### src/hdl/sdq_cfg.svh
/*
  Constants for the delta-sigma conversion sequencer: register offsets,
  field positions, reset values and timing counts.
  Assumes inclusion by bare name from the package and the sequencer.
*/
`ifndef SDQ_CFG_SVH
`define SDQ_CFG_SVH

`define SDQ_OFS_CTRL 8'h00
`define SDQ_OFS_STAT 8'h04
`define SDQ_OFS_RESULT 8'h08
`define SDQ_OFS_IRQ_STAT 8'h0C
`define SDQ_OFS_IRQ_CLR 8'h10
`define SDQ_OFS_IRQ_EN 8'h14
`define SDQ_OFS_DIV 8'h18

`define SDQ_CTRL_START 0
`define SDQ_CTRL_ENABLE 1
`define SDQ_CTRL_MODE_LO 2
`define SDQ_CTRL_MODE_HI 3
`define SDQ_CTRL_RES8 4

`define SDQ_IRQ_DONE 0
`define SDQ_IRQ_OVERRUN 1

`define SDQ_PRIME_CONV 3'h3
`define SDQ_DEC_LEN12 8'h80
`define SDQ_DEC_LEN8 8'h40
`define SDQ_DIV_RESET 8'h00
`define SDQ_CIC_W 32

`endif

### src/hdl/sdq_pkg.sv
/*
  Types for the delta-sigma conversion sequencer.
  Assumes sdq_cfg.svh is on the include path.
*/
package sdq_pkg;
  `include "sdq_cfg.svh"

  typedef enum logic [1:0] {
    SDQ_MODE_SINGLE = 2'h0,
    SDQ_MODE_CONT = 2'h1,
    SDQ_MODE_MULTI = 2'h2,
    SDQ_MODE_TURBO = 2'h3
  } sdq_mode_t;

  // Gray along idle -> prime -> run -> hold
  typedef enum logic [1:0] {
    SDQ_ST_IDLE = 2'b00,
    SDQ_ST_PRIME = 2'b01,
    SDQ_ST_RUN = 2'b11,
    SDQ_ST_HOLD = 2'b10
  } sdq_state_t;

  typedef struct packed {
    logic [7:0] addr;
    logic write;
  } sdq_req_t;
endpackage

### src/hdl/sdq_sequencer.sv
/*
  Conversion sequencer and sinc4 decimator for a delta-sigma ADC, with an
  AHB-Lite register slave, sticky interrupt status, a done output that also
  serves as an interrupt or DMA request, and a result validity flag.
  Assumes modBit is synchronous to sys_clk, one modulator bit per clock,
  startConv and muxSwitched synchronous to sys_clk as well,
  and a single AHB-Lite master issuing word transfers with zero wait states.
*/
// Operation
// - Four modes: single, continuous, multi, turbo multi
// - Start by control bit or start input
// - Done flag and output held until read
// - Single: standby, four conversions, three prime
// - Single: result valid after fourth conversion
// - Single: after read, back to standby
// - Continuous: three priming periods, then each rate
// - Multi: reset and re-prime between samples
// - Multi: next sample starts automatically
// - After mux switch, fourth sample first valid
// - Decimate serial bitstream into parallel results
// - Fourth-order sinc response
// - 12-bit at base rate, 8-bit twice rate
// - Done output usable as interrupt/DMA request
`timescale 1ns/100ps
`include "sdq_cfg.svh"
module sdq_sequencer
  import sdq_pkg::*;
(
  input wire logic sys_clk,
  input wire logic rst,
  input wire logic hsel,
  input wire logic [31:0] haddr,
  input wire logic [1:0] htrans,
  input wire logic hwrite,
  input wire logic [2:0] hsize,
  input wire logic [31:0] hwdata,
  input wire logic hready,
  output logic [31:0] hrdata,
  output logic hreadyout,
  output logic hresp,
  input wire logic modBit,
  input wire logic startConv,
  input wire logic muxSwitched,
  output logic convDone,
  output logic dataValid,
  output logic irq
);
  sdq_req_t req_q;
  logic dphase_q;
  logic [4:0] ctrl_q;
  logic [7:0] div_q;
  logic [1:0] irqStat_q;
  logic [1:0] irqEn_q;
  logic [15:0] result_q;
  logic done_q;
  logic overrun_q;
  sdq_state_t state_q;
  logic [2:0] primeCnt_q;
  logic [7:0] phase_q;
  logic [2:0] validCnt_q;
  logic [`SDQ_CIC_W-1:0] integ_q [4];
  logic [`SDQ_CIC_W-1:0] comb_q [4];
  logic [`SDQ_CIC_W-1:0] combIn [5];
  logic [`SDQ_CIC_W-1:0] integIn [5];
  logic wrCtrl;
  logic wrClr;
  logic wrEn;
  logic wrDiv;
  logic rdResult;
  logic startReq;
  logic convEnd;
  logic seqReset;
  logic resultLoad;
  logic [1:0] irqEvt;
  logic [1:0] irqClr;
  logic [1:0] irqStat_d;
  logic [31:0] statWord;
  logic [7:0] decLen;
  sdq_mode_t mode;

  assign mode = sdq_mode_t'(ctrl_q[`SDQ_CTRL_MODE_HI:`SDQ_CTRL_MODE_LO]);
  // Lower resolution trades for shorter decimation, twice the rate
  assign decLen = ctrl_q[`SDQ_CTRL_RES8] ? `SDQ_DEC_LEN8 : `SDQ_DEC_LEN12;

  // Zero-wait slave; every access is OKAY
  assign hreadyout = 1'b1;
  assign hresp = 1'b0;

  always_ff @(posedge sys_clk or posedge rst) begin
    if (rst) begin
      req_q <= '0;
      dphase_q <= 1'b0;
    end else if (hready) begin
      dphase_q <= hsel & htrans[1];
      req_q.addr <= haddr[7:0];
      req_q.write <= hwrite;
    end
  end

  assign wrCtrl = dphase_q & req_q.write & (req_q.addr == `SDQ_OFS_CTRL);
  assign wrClr = dphase_q & req_q.write & (req_q.addr == `SDQ_OFS_IRQ_CLR);
  assign wrEn = dphase_q & req_q.write & (req_q.addr == `SDQ_OFS_IRQ_EN);
  assign wrDiv = dphase_q & req_q.write & (req_q.addr == `SDQ_OFS_DIV);
  assign rdResult = dphase_q & ~req_q.write & (req_q.addr == `SDQ_OFS_RESULT);

  // Status word; state bits let software see a stuck sequence
  assign statWord = {
    26'h000_0000,
    validCnt_q == 3'h4,
    state_q,
    dataValid,
    overrun_q,
    done_q
  };

  always_comb begin
    hrdata = 32'h0000_0000;
    if (dphase_q && !req_q.write) begin
      case (req_q.addr)
        `SDQ_OFS_CTRL: hrdata = {27'h000_0000, ctrl_q};
        `SDQ_OFS_STAT: hrdata = statWord;
        `SDQ_OFS_RESULT: hrdata = {16'h0000, result_q};
        `SDQ_OFS_IRQ_STAT: hrdata = {30'h0000_0000, irqStat_q};
        `SDQ_OFS_IRQ_EN: hrdata = {30'h0000_0000, irqEn_q};
        `SDQ_OFS_DIV: hrdata = {24'h00_0000, div_q};
        default: hrdata = 32'h0000_0000;
      endcase
    end
  end

  // Start bit self-clears so one write is one trigger
  always_ff @(posedge sys_clk or posedge rst) begin
    if (rst) begin
      ctrl_q <= '0;
    end else if (wrCtrl) begin
      ctrl_q <= hwdata[4:0];
    end else begin
      ctrl_q[`SDQ_CTRL_START] <= 1'b0;
    end
  end

  // Spare divider word; kept readable so software can park a value there
  always_ff @(posedge sys_clk or posedge rst) begin
    if (rst) begin
      div_q <= `SDQ_DIV_RESET;
    end else if (wrDiv) begin
      div_q <= hwdata[7:0];
    end
  end

  always_ff @(posedge sys_clk or posedge rst) begin
    if (rst) begin
      irqEn_q <= '0;
    end else if (wrEn) begin
      irqEn_q <= hwdata[1:0];
    end
  end

  assign startReq = ctrl_q[`SDQ_CTRL_START] | startConv;

  // Conversion period counter; a sample ends when phase wraps
  always_ff @(posedge sys_clk or posedge rst) begin
    if (rst) begin
      phase_q <= '0;
    end else if (seqReset || phase_q == decLen - 8'h01) begin
      phase_q <= '0;
    end else begin
      phase_q <= phase_q + 8'h01;
    end
  end
  assign convEnd = (state_q == SDQ_ST_PRIME || state_q == SDQ_ST_RUN) && phase_q == decLen - 8'h01;

  // Four integrators at bit rate, four combs at output rate: sinc4
  // Wrap-around in the integrators is harmless: the combs subtract it out
  assign integIn[0] = {{(`SDQ_CIC_W-1){1'b0}}, modBit};
  assign combIn[0] = integIn[4];
  generate
    for (genvar i = 0; i < 4; i++) begin : g_stage
      always_ff @(posedge sys_clk or posedge rst) begin
        if (rst) begin
          integ_q[i] <= '0;
          comb_q[i] <= '0;
        end else if (seqReset) begin
          integ_q[i] <= '0;
          comb_q[i] <= '0;
        end else begin
          integ_q[i] <= integ_q[i] + integIn[i];
          if (convEnd) comb_q[i] <= combIn[i];
        end
      end
      assign integIn[i+1] = integ_q[i];
      assign combIn[i+1] = combIn[i] - comb_q[i];
    end
  endgenerate

  // Sequence state
  always_ff @(posedge sys_clk or posedge rst) begin
    if (rst) begin
      state_q <= SDQ_ST_IDLE;
      primeCnt_q <= '0;
    end else if (!ctrl_q[`SDQ_CTRL_ENABLE]) begin
      state_q <= SDQ_ST_IDLE;
      primeCnt_q <= '0;
    end else begin
      case (state_q)
        SDQ_ST_IDLE: begin
          if (startReq) begin
            state_q <= SDQ_ST_PRIME;
            primeCnt_q <= '0;
          end
        end
        SDQ_ST_PRIME: begin
          if (convEnd) begin
            primeCnt_q <= primeCnt_q + 3'h1;
            if (primeCnt_q == `SDQ_PRIME_CONV - 3'h1) state_q <= SDQ_ST_RUN;
          end
        end
        SDQ_ST_RUN: begin
          if (convEnd) begin
            case (mode)
              SDQ_MODE_SINGLE: state_q <= SDQ_ST_HOLD;
              SDQ_MODE_CONT: state_q <= SDQ_ST_RUN;
              default: begin
                state_q <= SDQ_ST_PRIME;
                primeCnt_q <= '0;
              end
            endcase
          end
        end
        SDQ_ST_HOLD: begin
          if (rdResult) state_q <= SDQ_ST_IDLE;
        end
        default: state_q <= SDQ_ST_IDLE;
      endcase
    end
  end

  // Filter restarts on every fresh sequence and between multi samples
  assign seqReset = (state_q == SDQ_ST_IDLE) ||
    (state_q == SDQ_ST_RUN && convEnd && (mode == SDQ_MODE_MULTI || mode == SDQ_MODE_TURBO));

  // Mux switch restarts the four-sample validity count
  always_ff @(posedge sys_clk or posedge rst) begin
    if (rst) begin
      validCnt_q <= '0;
    end else if (muxSwitched || seqReset) begin
      validCnt_q <= '0;
    end else if (convEnd && validCnt_q != 3'h4) begin
      validCnt_q <= validCnt_q + 3'h1;
    end
  end

  // Every run-state period delivers a result: the fourth of a sequence, then each one in continuous mode
  assign resultLoad = (state_q == SDQ_ST_RUN) && convEnd;

  always_ff @(posedge sys_clk or posedge rst) begin
    if (rst) begin
      result_q <= '0;
    end else if (resultLoad) begin
      result_q <= ctrl_q[`SDQ_CTRL_RES8] ? {8'h00, combIn[4][24:17]} : {4'h0, combIn[4][27:16]};
    end
  end

  // Done and overrun; a new result wins over a same-cycle read
  always_ff @(posedge sys_clk or posedge rst) begin
    if (rst) begin
      done_q <= 1'b0;
      overrun_q <= 1'b0;
    end else if (resultLoad) begin
      done_q <= 1'b1;
      overrun_q <= done_q;
    end else if (rdResult) begin
      done_q <= 1'b0;
      overrun_q <= 1'b0;
    end
  end

  // A mux switch drops validity at once rather than at the next result
  always_ff @(posedge sys_clk or posedge rst) begin
    if (rst) begin
      dataValid <= 1'b0;
    end else if (resultLoad) begin
      dataValid <= !muxSwitched && (validCnt_q == 3'h3 || validCnt_q == 3'h4);
    end else if (muxSwitched) begin
      dataValid <= 1'b0;
    end
  end
  assign convDone = done_q;

  always_comb begin
    irqEvt = 2'h0;
    irqEvt[`SDQ_IRQ_DONE] = resultLoad;
    irqEvt[`SDQ_IRQ_OVERRUN] = resultLoad & done_q;
  end
  assign irqClr = wrClr ? hwdata[1:0] : 2'h0;

  // Sticky status: set wins over clear, so an event is never lost to a late clear
  assign irqStat_d = irqEvt | (irqStat_q & ~irqClr);

  always_ff @(posedge sys_clk or posedge rst) begin
    if (rst) begin
      irqStat_q <= '0;
    end else begin
      irqStat_q <= irqStat_d;
    end
  end
  assign irq = |(irqStat_q & irqEn_q);
endmodule

### config.mk
export PLATFORM = sky130hd
export DESIGN_NAME = sdq_sequencer
export DESIGN_NICKNAME = d
export VERILOG_FILES = /design/src/hdl/sdq_pkg.sv /design/src/hdl/sdq_sequencer.sv
export VERILOG_INCLUDE_DIRS = /design/src /design/src/hdl
export SDC_FILE = /design/constraint.sdc
export NUM_CORES = 1
export LEC_CHECK = 0
export BUFFER_PORTS_ARGS = -buffer_cell sky130_fd_sc_hd__buf_4
export CAP_MARGIN = 5
export CORE_ASPECT_RATIO = 1.1
export CORE_UTILIZATION = 45
export DETAILED_ROUTE_END_ITERATION = 16
export SYNTH_ARGS = -nofsm -noshare
export SYNTH_HDL_FRONTEND = slang
export SYNTH_SLANG_ARGS = --single-unit
export TNS_END_PERCENT = 30
### constraint.sdc
create_clock -name sys_clk -period 25.6 [get_ports sys_clk]
set_input_delay 5.12 -clock sys_clk [delete_from_list [all_inputs] [get_ports sys_clk]]
set_output_delay 5.12 -clock sys_clk [all_outputs]
set_load 0.03 [all_outputs]
# Word-level counts from Yosys, hierarchy flattened
# Cells that the tools add are included.
[word_totals]
input_bits = 77
word_cells = 140
reg_bits = 302
output_inout_bits = 37
[op_classes]
mux = 40
eq_ne = 24
n_bitwise = 15
n_addsub = 12
reduce_logical = 25
[ops]
columns = ["operator", "count"]
rows = [
  ["2-to-1 mux 28 bit", 8],
  ["2-to-1 mux 32 bit", 4],
  ["subtractor 28 bit", 4],
  ["adder 32 bit", 3],
  ["one-hot mux 16 bit (6 select lines)", 1],
  ["adder 32 x 1 -> 32 bit", 1],
  ["== test 8 x 5 -> 1 bit (second input constant)", 3],
  ["2-to-1 mux 3 bit", 7],
  ["!= test 3 bit (second input constant)", 6],
  ["== test 8 x 4 -> 1 bit (second input constant)", 2],
  ["2-to-1 mux 16 bit", 1],
  ["2-to-1 mux 8 bit", 2],
  ["2-to-1 mux 2 bit", 7],
  ["2-to-1 mux 12 bit", 1],
  ["AND reduction 5 bit", 2],
  ["AND 1 bit", 9],
  ["one-hot mux 3 bit (3 select lines)", 1],
  ["adder 8 x 1 -> 8 bit (second input constant)", 1],
  ["== test 2 bit (second input constant)", 4],
  ["== test 8 x 3 -> 1 bit (second input constant)", 1],
  ["== test 8 bit", 1],
  ["zero test 8 bit", 1],
  ["one-hot mux 2 bit (4 select lines)", 1],
  ["nonzero test 2 bit", 4],
  ["other kinds (19)", 41],
]

# Longest topological paths before layout
# Gate-level depths: netlist of the first run.
[depth]
ltp_word = 9
ltp_mapped = 40
mapped_depth_nobuf = 40

# Worst setup path after synthesis of the first run
# OpenSTA, ideal clock, no wires.
[synth_timing]
path_type = "register to output"
start = "register req_q[1] (netlist bit)"
end = "output port hrdata[0]"
required_time_ns = 20.480
slack_ns = 18.405
t_arrival_ns = 2.075
path_buffers = 1
path_stages_with_launch = 7
path_cell_list = "dfrtp_1 -> or4_1 -> nor2_1 -> and3_1 -> clkbuf_1 -> a22oi_1 -> a21oi_1"
[synth_via]
elab_chain_len = 3
word_cells_on_any_way = 8
cone_classes = "eq/ne: 5; mux: 2; reduce/logical: 1"
[synth_rtl]
columns = ["element", "line_no", "source"]
rows = [
  ["start: declaration", "sdq_sequencer.sv:48", "sdq_req_t req_q;"],
  ["== test 8 x 5 -> 1 bit, or another cell as far along", "sdq_sequencer.sv:119", "case (req_q.addr)"],
  ["one-hot mux 16 bit (6 select lines) *", "sdq_sequencer.sv:119", ""],
  ["2-to-1 mux 16 bit *", "sdq_sequencer.sv:118", "if (dphase_q && !req_q.write) begin"],
  ["end: declaration", "sdq_sequencer.sv:38", "output logic [31:0] hrdata,"],
]
# Mark *: on every way between the ends. The rest lies on a longest branch, timed or not.

# Final worst setup path of the first run
[layout_timing]
start = "register integ_q, in the netlist combIn[128]"
end = "register result_q[11]"
[layout_via]
elab_chain_len = 5
[layout_rtl]
columns = ["element", "line_no", "source"]
rows = [
  ["start: declaration", "sdq_sequencer.sv:61", "logic [`SDQ_CIC_W-1:0] integ_q [4];"],
  ["start signal: indexed assignment", "sdq_sequencer.sv:187", "integ_q[i] <= integ_q[i] + integIn[i];"],
  ["subtractor 28 bit (4 in series)", "sdq_sequencer.sv:192", "assign combIn[i+1] = combIn[i] - comb_q[i];"],
  ["2-to-1 mux 12 bit", "sdq_sequencer.sv:260", "result_q <= ctrl_q[`SDQ_CTRL_RES8] ? {8'h00, combIn[4][24:17]} : {4'h0, combIn[4][27:16]};"],
  ["end signal: assignment", "sdq_sequencer.sv:260", ""],
  ["end: declaration", "sdq_sequencer.sv:54", "logic [15:0] result_q;"],
]
# No other way between the ends.
# A chain may end at the register's enable or synchronous reset.

==> results of run 1 <==
-- cell usage after synthesis (all sizes together), types with 14 or more instances --
cell type  count  area (um2)
and3          20         125
nor3          39         200
o21bai        28         210
and2          23         144
nand4         17         106
nand2b        29         181
nor2         208         781
dfrtp        282        7060
clkbuf        50         188
inv          169         634
nor2b         17         106
a22o         100         876
ha           200        2500
xor2          72         631
a21oi        145         726
a21o          82         616
buf           23         169
o21a          25         188
o31ai         14         110
nand2        112         420
xnor2         98         866
o21ai        102         510
nand3         49         245
mux2          24         270
-- critical path: cells and delay by family, from the launching register on --
family	cells	cell delay [ns]
compound gates	14	3.72
xor+xnor	4	0.64
simple gates	13	1.66
buf+inv	2	0.13
flops	1	0.39
fa+ha+maj	5	1.45
-- sequential cells by signal, summed over array words and instances (netlist names), 2 cells and up --
signal      count
req_q           9
comb_q        112
validCnt_q      3
primeCnt_q      3
div_q           8
integIn        84
combIn         28
result_q       12
irqStat_q       2
state_q         2
ctrl_q          5
phase_q         8
irqEn_q         2
-- cell families (layout without fill, tap and decap cells) --
kind of cell,count (synthesis),in the layout,share of synthesized area [%]
AO/OA/AOI/OAI,601,601,21.2
AND/OR/NAND/NOR,556,556,13.5
flip-flops,282,282,36.5
buffers and inverters,242,277,5.12
adder cells (fa/ha/maj),206,206,13.6
XOR/XNOR,171,171,7.85
multiplexers,38,38,2.19
other,2,22,0.0388
-- layout make-up --
cell class	instances	share of cell area [%]
clock buffers	54	4.92
clock inverters	8	0.476
inverters	169	3.01
multi-input cells	1594	53.5
flip-flops and latches	282	33.1
well taps	567	3.33
repair buffers	46	1.62
-- stage by stage --
step	worst slack (ns)	std cells	hold slack, ns	power, W	util, %
final	17.46	2720	0.477	0.000981	50.3
after global routing	16.67	2720	0.496	0.00102	50.3
after CTS	17.30	2720	0.485	0.00100	50.3
after detailed placement	17.35	2658	0.472	0.000493	47.6
after global placement	17.42	2658	0.457	0.000493	47.6
after floorplan	12.70	2118	0.440	0.000485	-
-- worst paths after layout --
kind,endpoint,slack (ns),start
max,result_q[11]$_DFFE_PP0P_,17.46,combIn[128]$_DFF_PP0_
max reg2reg,result_q[11]$_DFFE_PP0P_,17.46,combIn[128]$_DFF_PP0_
min reg2reg,result_q[9]$_DFFE_PP0P_,0.48,result_q[9]$_DFFE_PP0P_
min in group asynchronous,phase_q[3]$_DFF_PP0_,4.78,rst
max in group asynchronous,integIn[123]$_DFF_PP0_,19.14,rst
min,result_q[9]$_DFFE_PP0P_,0.48,result_q[9]$_DFFE_PP0P_
-- layer usage --
layer	vias up	routed length (um)	part of all wire, %	global-route usage (%)
li1	7495	-	-	-
met3	79	1090	2.8	2.98
met2	155	19300	50	33.2
met4	0	1180	3.1	6.44
met1	6836	16900	44	21.7
met5	-	0	0	0
-- where the power goes --
part	internal, W	total [W]	switching [W]
clock	0.000302	0.000497	0.000195
sequential	0.000449	0.000452	0.00000340
combinational	0.00000757	0.0000321	0.0000245
==> impl_metrics.toml, run 1 <==
[run_status]
outcome = "completed"

[critical_path]
critical_path.max_stage_delay_ns = 0.81
worst-path-max-fanout = 7
worstPathRequired_ns = 26.02
crit_top_cell = "a21oi_1"
arrival_ns = 8.56
worst-setup-path-type = "reg -> reg"
worstRegToRegCells = 38
endpoint_kind = "register"
crit_path_top_delay_cell = "a2111oi_0"
startpoint_type = "register"

[sta]
finalHoldViolations = 0
period_needed_ns = 8.14
timing.final.crit_share_pct = 31.8
rsz0062_at_grt = "no"
tightestPinTransition_ns = 1.17
slew_headroom_pct = 22.2
finalSetupTns_ns = 0
clock_skew_ns = 0.0217
setup_viol = 0
slew_viol_final = 0
maxClockFrequency_mhz = 123

[cells_and_area]
final_area_um2 = 21300
syn_to_final_growth_pct = 10.1
nets = 2411
layout_common_cells = "282 x dfrtp_1, 207 x nor2_1, 200 x ha_1, 168 x inv_1, 144 x a21oi_1"
seq_area_um2 = 7060
drive_above_1_share_pct = 6.83
final_common_cell = "dfrtp_1"
fillers = 4071
multiInputGateArea_um2 = 11400
antenna_cells = 0

[clock_tree]
cts-root-buf = "clkbuf_16"
postCtsHoldBufs = 0
cts_buffers = 35
htreeDepth = 2
cts_tree = "yes"
path_clk_slew_ns = 0.06
postCtsSetupBuffers = 0
clk_latency_ns = 0.55
clock_sinks = 282
cts_buffer_depth = 3
ctsResizeCount = 0

[worst_hold_path]
hold_path_depth = 2
worstHoldPathType = "reg -> reg"

[floorplan]
initial_core_util_pct = 45.7
row_count = 79
dieHeight_um = 219
core_area_um2 = 42300
die_width_um = 200
dieArea_um2 = 43800
ios = 114

[drt]
drtPass1Iterations = 5
drtIter0Drc = 558
drc = 0
wire_per_inst_um = 14.1
vias = 14565
drt-total-wl_um = 38500
via_per_inst = 5.35
ant_nets = 0

[grt]
track_usage_pct = 18.3
first_global_vias = 14532
antenna_found_initial = 0
grt-ovfl-total = 0
grt_pass1_wl_um = 66400
grt_max_degree = 143

[logic_synthesis]
syn_area_per_cell_um2 = 9.22
synth_edf_count = 0
synthCells = 2098
syn-cell-area_um2 = 19300
yosysSeqAreaShare_pct = 36.5
async_flop_share_pct = 100
synth.distinct_cells = 78
synth_seq_cells = 282
yosys_warnings = 0
synthFlopType = "dfrtp_1"

[placement]
post-dp-hpwl_um = 28100
gp_congestion = 0.861
io_buffers = 39
place_area_um2 = 20100

[power]
leakagePower_nw = 10.2
peakVddDrop_mv = 0.0475
power_density_nw_per_um2 = 46.1

[run]
drv_cap = 0
Note: power is estimated with default switching activity, not from simulation.
==> run 2: changes to the inputs <==
==> constraint.sdc (replaced) <==
create_clock -name sys_clk -period 6.9 [get_ports sys_clk]
set_input_delay 1.38 -clock sys_clk [delete_from_list [all_inputs] [get_ports sys_clk]]
set_output_delay 1.38 -clock sys_clk [all_outputs]
set_load 0.03 [all_outputs]
==> impl_metrics.toml, run 2 (synthesized netlist as in run 1, its figures left out) <==
[worst_hold_path]
min_from = "result_q[9]$_DFFE_PP0P_"
hold_path_depth = 2
worstHoldPathType = "reg -> reg"

[placement]
io_buffers = 39
place_area_um2 = 21400
gp_congestion = 0.904
post-dp-hpwl_um = 29300

[clock_tree]
clk_latency_ns = 0.55
cts_buffer_depth = 3
postCtsHoldBufs = 0
clock_sinks = 282
path_clk_slew_ns = 0.06
htreeDepth = 2
cts_buffers = 35
cts-root-buf = "clkbuf_16"
cts_tree = "yes"

[cells_and_area]
drive_above_1_share_pct = 17.4
layout_common_cells = "282 x dfrtp_1, 215 x buf_4, 202 x nor2_1, 194 x ha_1, 165 x inv_1"
final_area_um2 = 23100
antenna_cells = 0
regMostFlops = "comb_q"
syn_to_final_growth_pct = 19.6
nets = 2587
final_common_cell = "dfrtp_1"
seq_area_um2 = 7060
multiInputGateArea_um2 = 11900
post-route-util_pct = 54.7
fillers = 3827
largest_reg_flops = 112

[floorplan]
row_count = 79
dieArea_um2 = 43800
die_width_um = 200
ios = 114
dieHeight_um = 219
core_area_um2 = 42300
initial_core_util_pct = 45.7

[sta]
clock_skew_ns = 0.0189
hold_slack_ns = 0.475
finalSetupTns_ns = -0.186
rsz0062_at_grt = "yes"
period_needed_ns = 6.95
maxClockFrequency_mhz = 144
tightestPinTransition_ns = 1.15
slew_headroom_pct = 23.6
timing.final.crit_share_pct = 101
setup_viol = 5
finalHoldViolations = 0
slew_viol_final = 0
final.setup.worst_slack_ns = -0.0538

[drt]
routed.top_layer = "met4"
ant_nets = 0
wire_per_inst_um = 14.0
drtPass1Iterations = 5
via_per_inst = 5.26
wl_met2_um = 20400
routed-wl-met3_um = 1060
drt-total-wl_um = 40400
drc = 0
wl_met1_um = 17800
drtIter0Drc = 527
vias = 15228

[power]
leakagePower_nw = 11.3
peakVddDrop_mv = 0.183
power_density_nw_per_um2 = 158

[run]
drv_cap = 0

[critical_path]
cp-startpoint = "combIn[128]$_DFF_PP0_"
crit_top_cell = "a21oi_2"
arrival_ns = 7.34
startpoint_type = "register"
worstPathRequired_ns = 7.28
critical_path.max_stage_delay_ns = 0.38
worst-setup-path-type = "reg -> reg"
regToRegStartpoint = "combIn[128]$_DFF_PP0_"
worst-path-max-fanout = 4
endpoint_kind = "register"
worstRegToRegCells = 40
crit_path_top_delay_cell = "dfrtp_1"

[grt]
antenna_found_initial = 0
first_global_vias = 15238
grt-ovfl-total = 0
grt_pass1_wl_um = 69400
grt_max_degree = 146
track_usage_pct = 19.1

[run_status]
outcome = "complete, but fails checks"
violations = "negative setup slack"
[run 2: changes by cell type in the layout (fill, tap and decap cells not counted), moves of 6 or more]
cell / change
buf_6: +6
ha_1: -6
clkbuf_1: -6
buf_4: +169
o21ai_2: +6
a21oi_1: -20
o21ai_0: -12
xnor2_2: +8
xnor2_1: -8
a21oi_2: +20
[run 2: power breakdown]
| group | switching, W | internal (W) |
|---|---|---|
| combinational | 0.0000921 | 0.0000292 |
| sequential | 0.0000130 | 0.00166 |
| clock | 0.000730 | 0.00112 |
| total | 0.000835 | 0.00281 |
[run 2: worst paths after layout]
kind / to / slack, ns
max: result_q[9]$_DFFE_PP0P_ / -0.05
min: result_q[9]$_DFFE_PP0P_ / 0.47
max reg2reg: result_q[9]$_DFFE_PP0P_ / -0.05
min reg2reg: result_q[9]$_DFFE_PP0P_ / 0.47
max in group asynchronous: req_q[5]$_DFFE_PP0P_ / 4.69
min in group asynchronous: integIn[65]$_DFF_PP0_ / 0.96
[run 2: worst max-delay path: cells and delay by family (launching register included)]
kind	cells	cell delay, ns
adders and majority gates	5	1.45
AOI/OAI and AO/OA	17	2.79
buffers and inverters	4	0.43
xor gates and xnor gates	4	0.58
DFF	1	0.38
and+or+nand+nor	10	1.14
[run 2: per-layer routing]
metal	track usage (%)	up-vias
met1	22.6	7170
met5	0	-
met2	34.7	153
met4	6.44	0
met3	3.06	68
li1	-	7837
[run 2: final cells by class]
type | instances | area share [%]
clock buffer | 47 | 4.42
timing repair buffer | 222 | 7.36
inverter | 169 | 2.76
tap | 567 | 3.07
clock inverter | 14 | 0.622
sequential | 282 | 30.5
multi-input combinational | 1594 | 51.3
[run 2: per-stage QoR]
stage	power [W]	setup slack, ns	std cells
5_1_grt	0.00379	-0.560	2895
6_report	0.00365	-0.0538	2895
2_1_floorplan	0.00180	-0.120	2118
4_1_cts	0.00371	-0.179	2887
3_3_place_gp	0.00183	-0.664	2818
3_5_place_dp	0.00183	-0.724	2818
[run 2: timing repair]
action,4_1_cts,5_1_grt
endpoints found under the setup margin,13,13
pin swaps,35,51
setup buffers,8,8
resized for setup,63,52
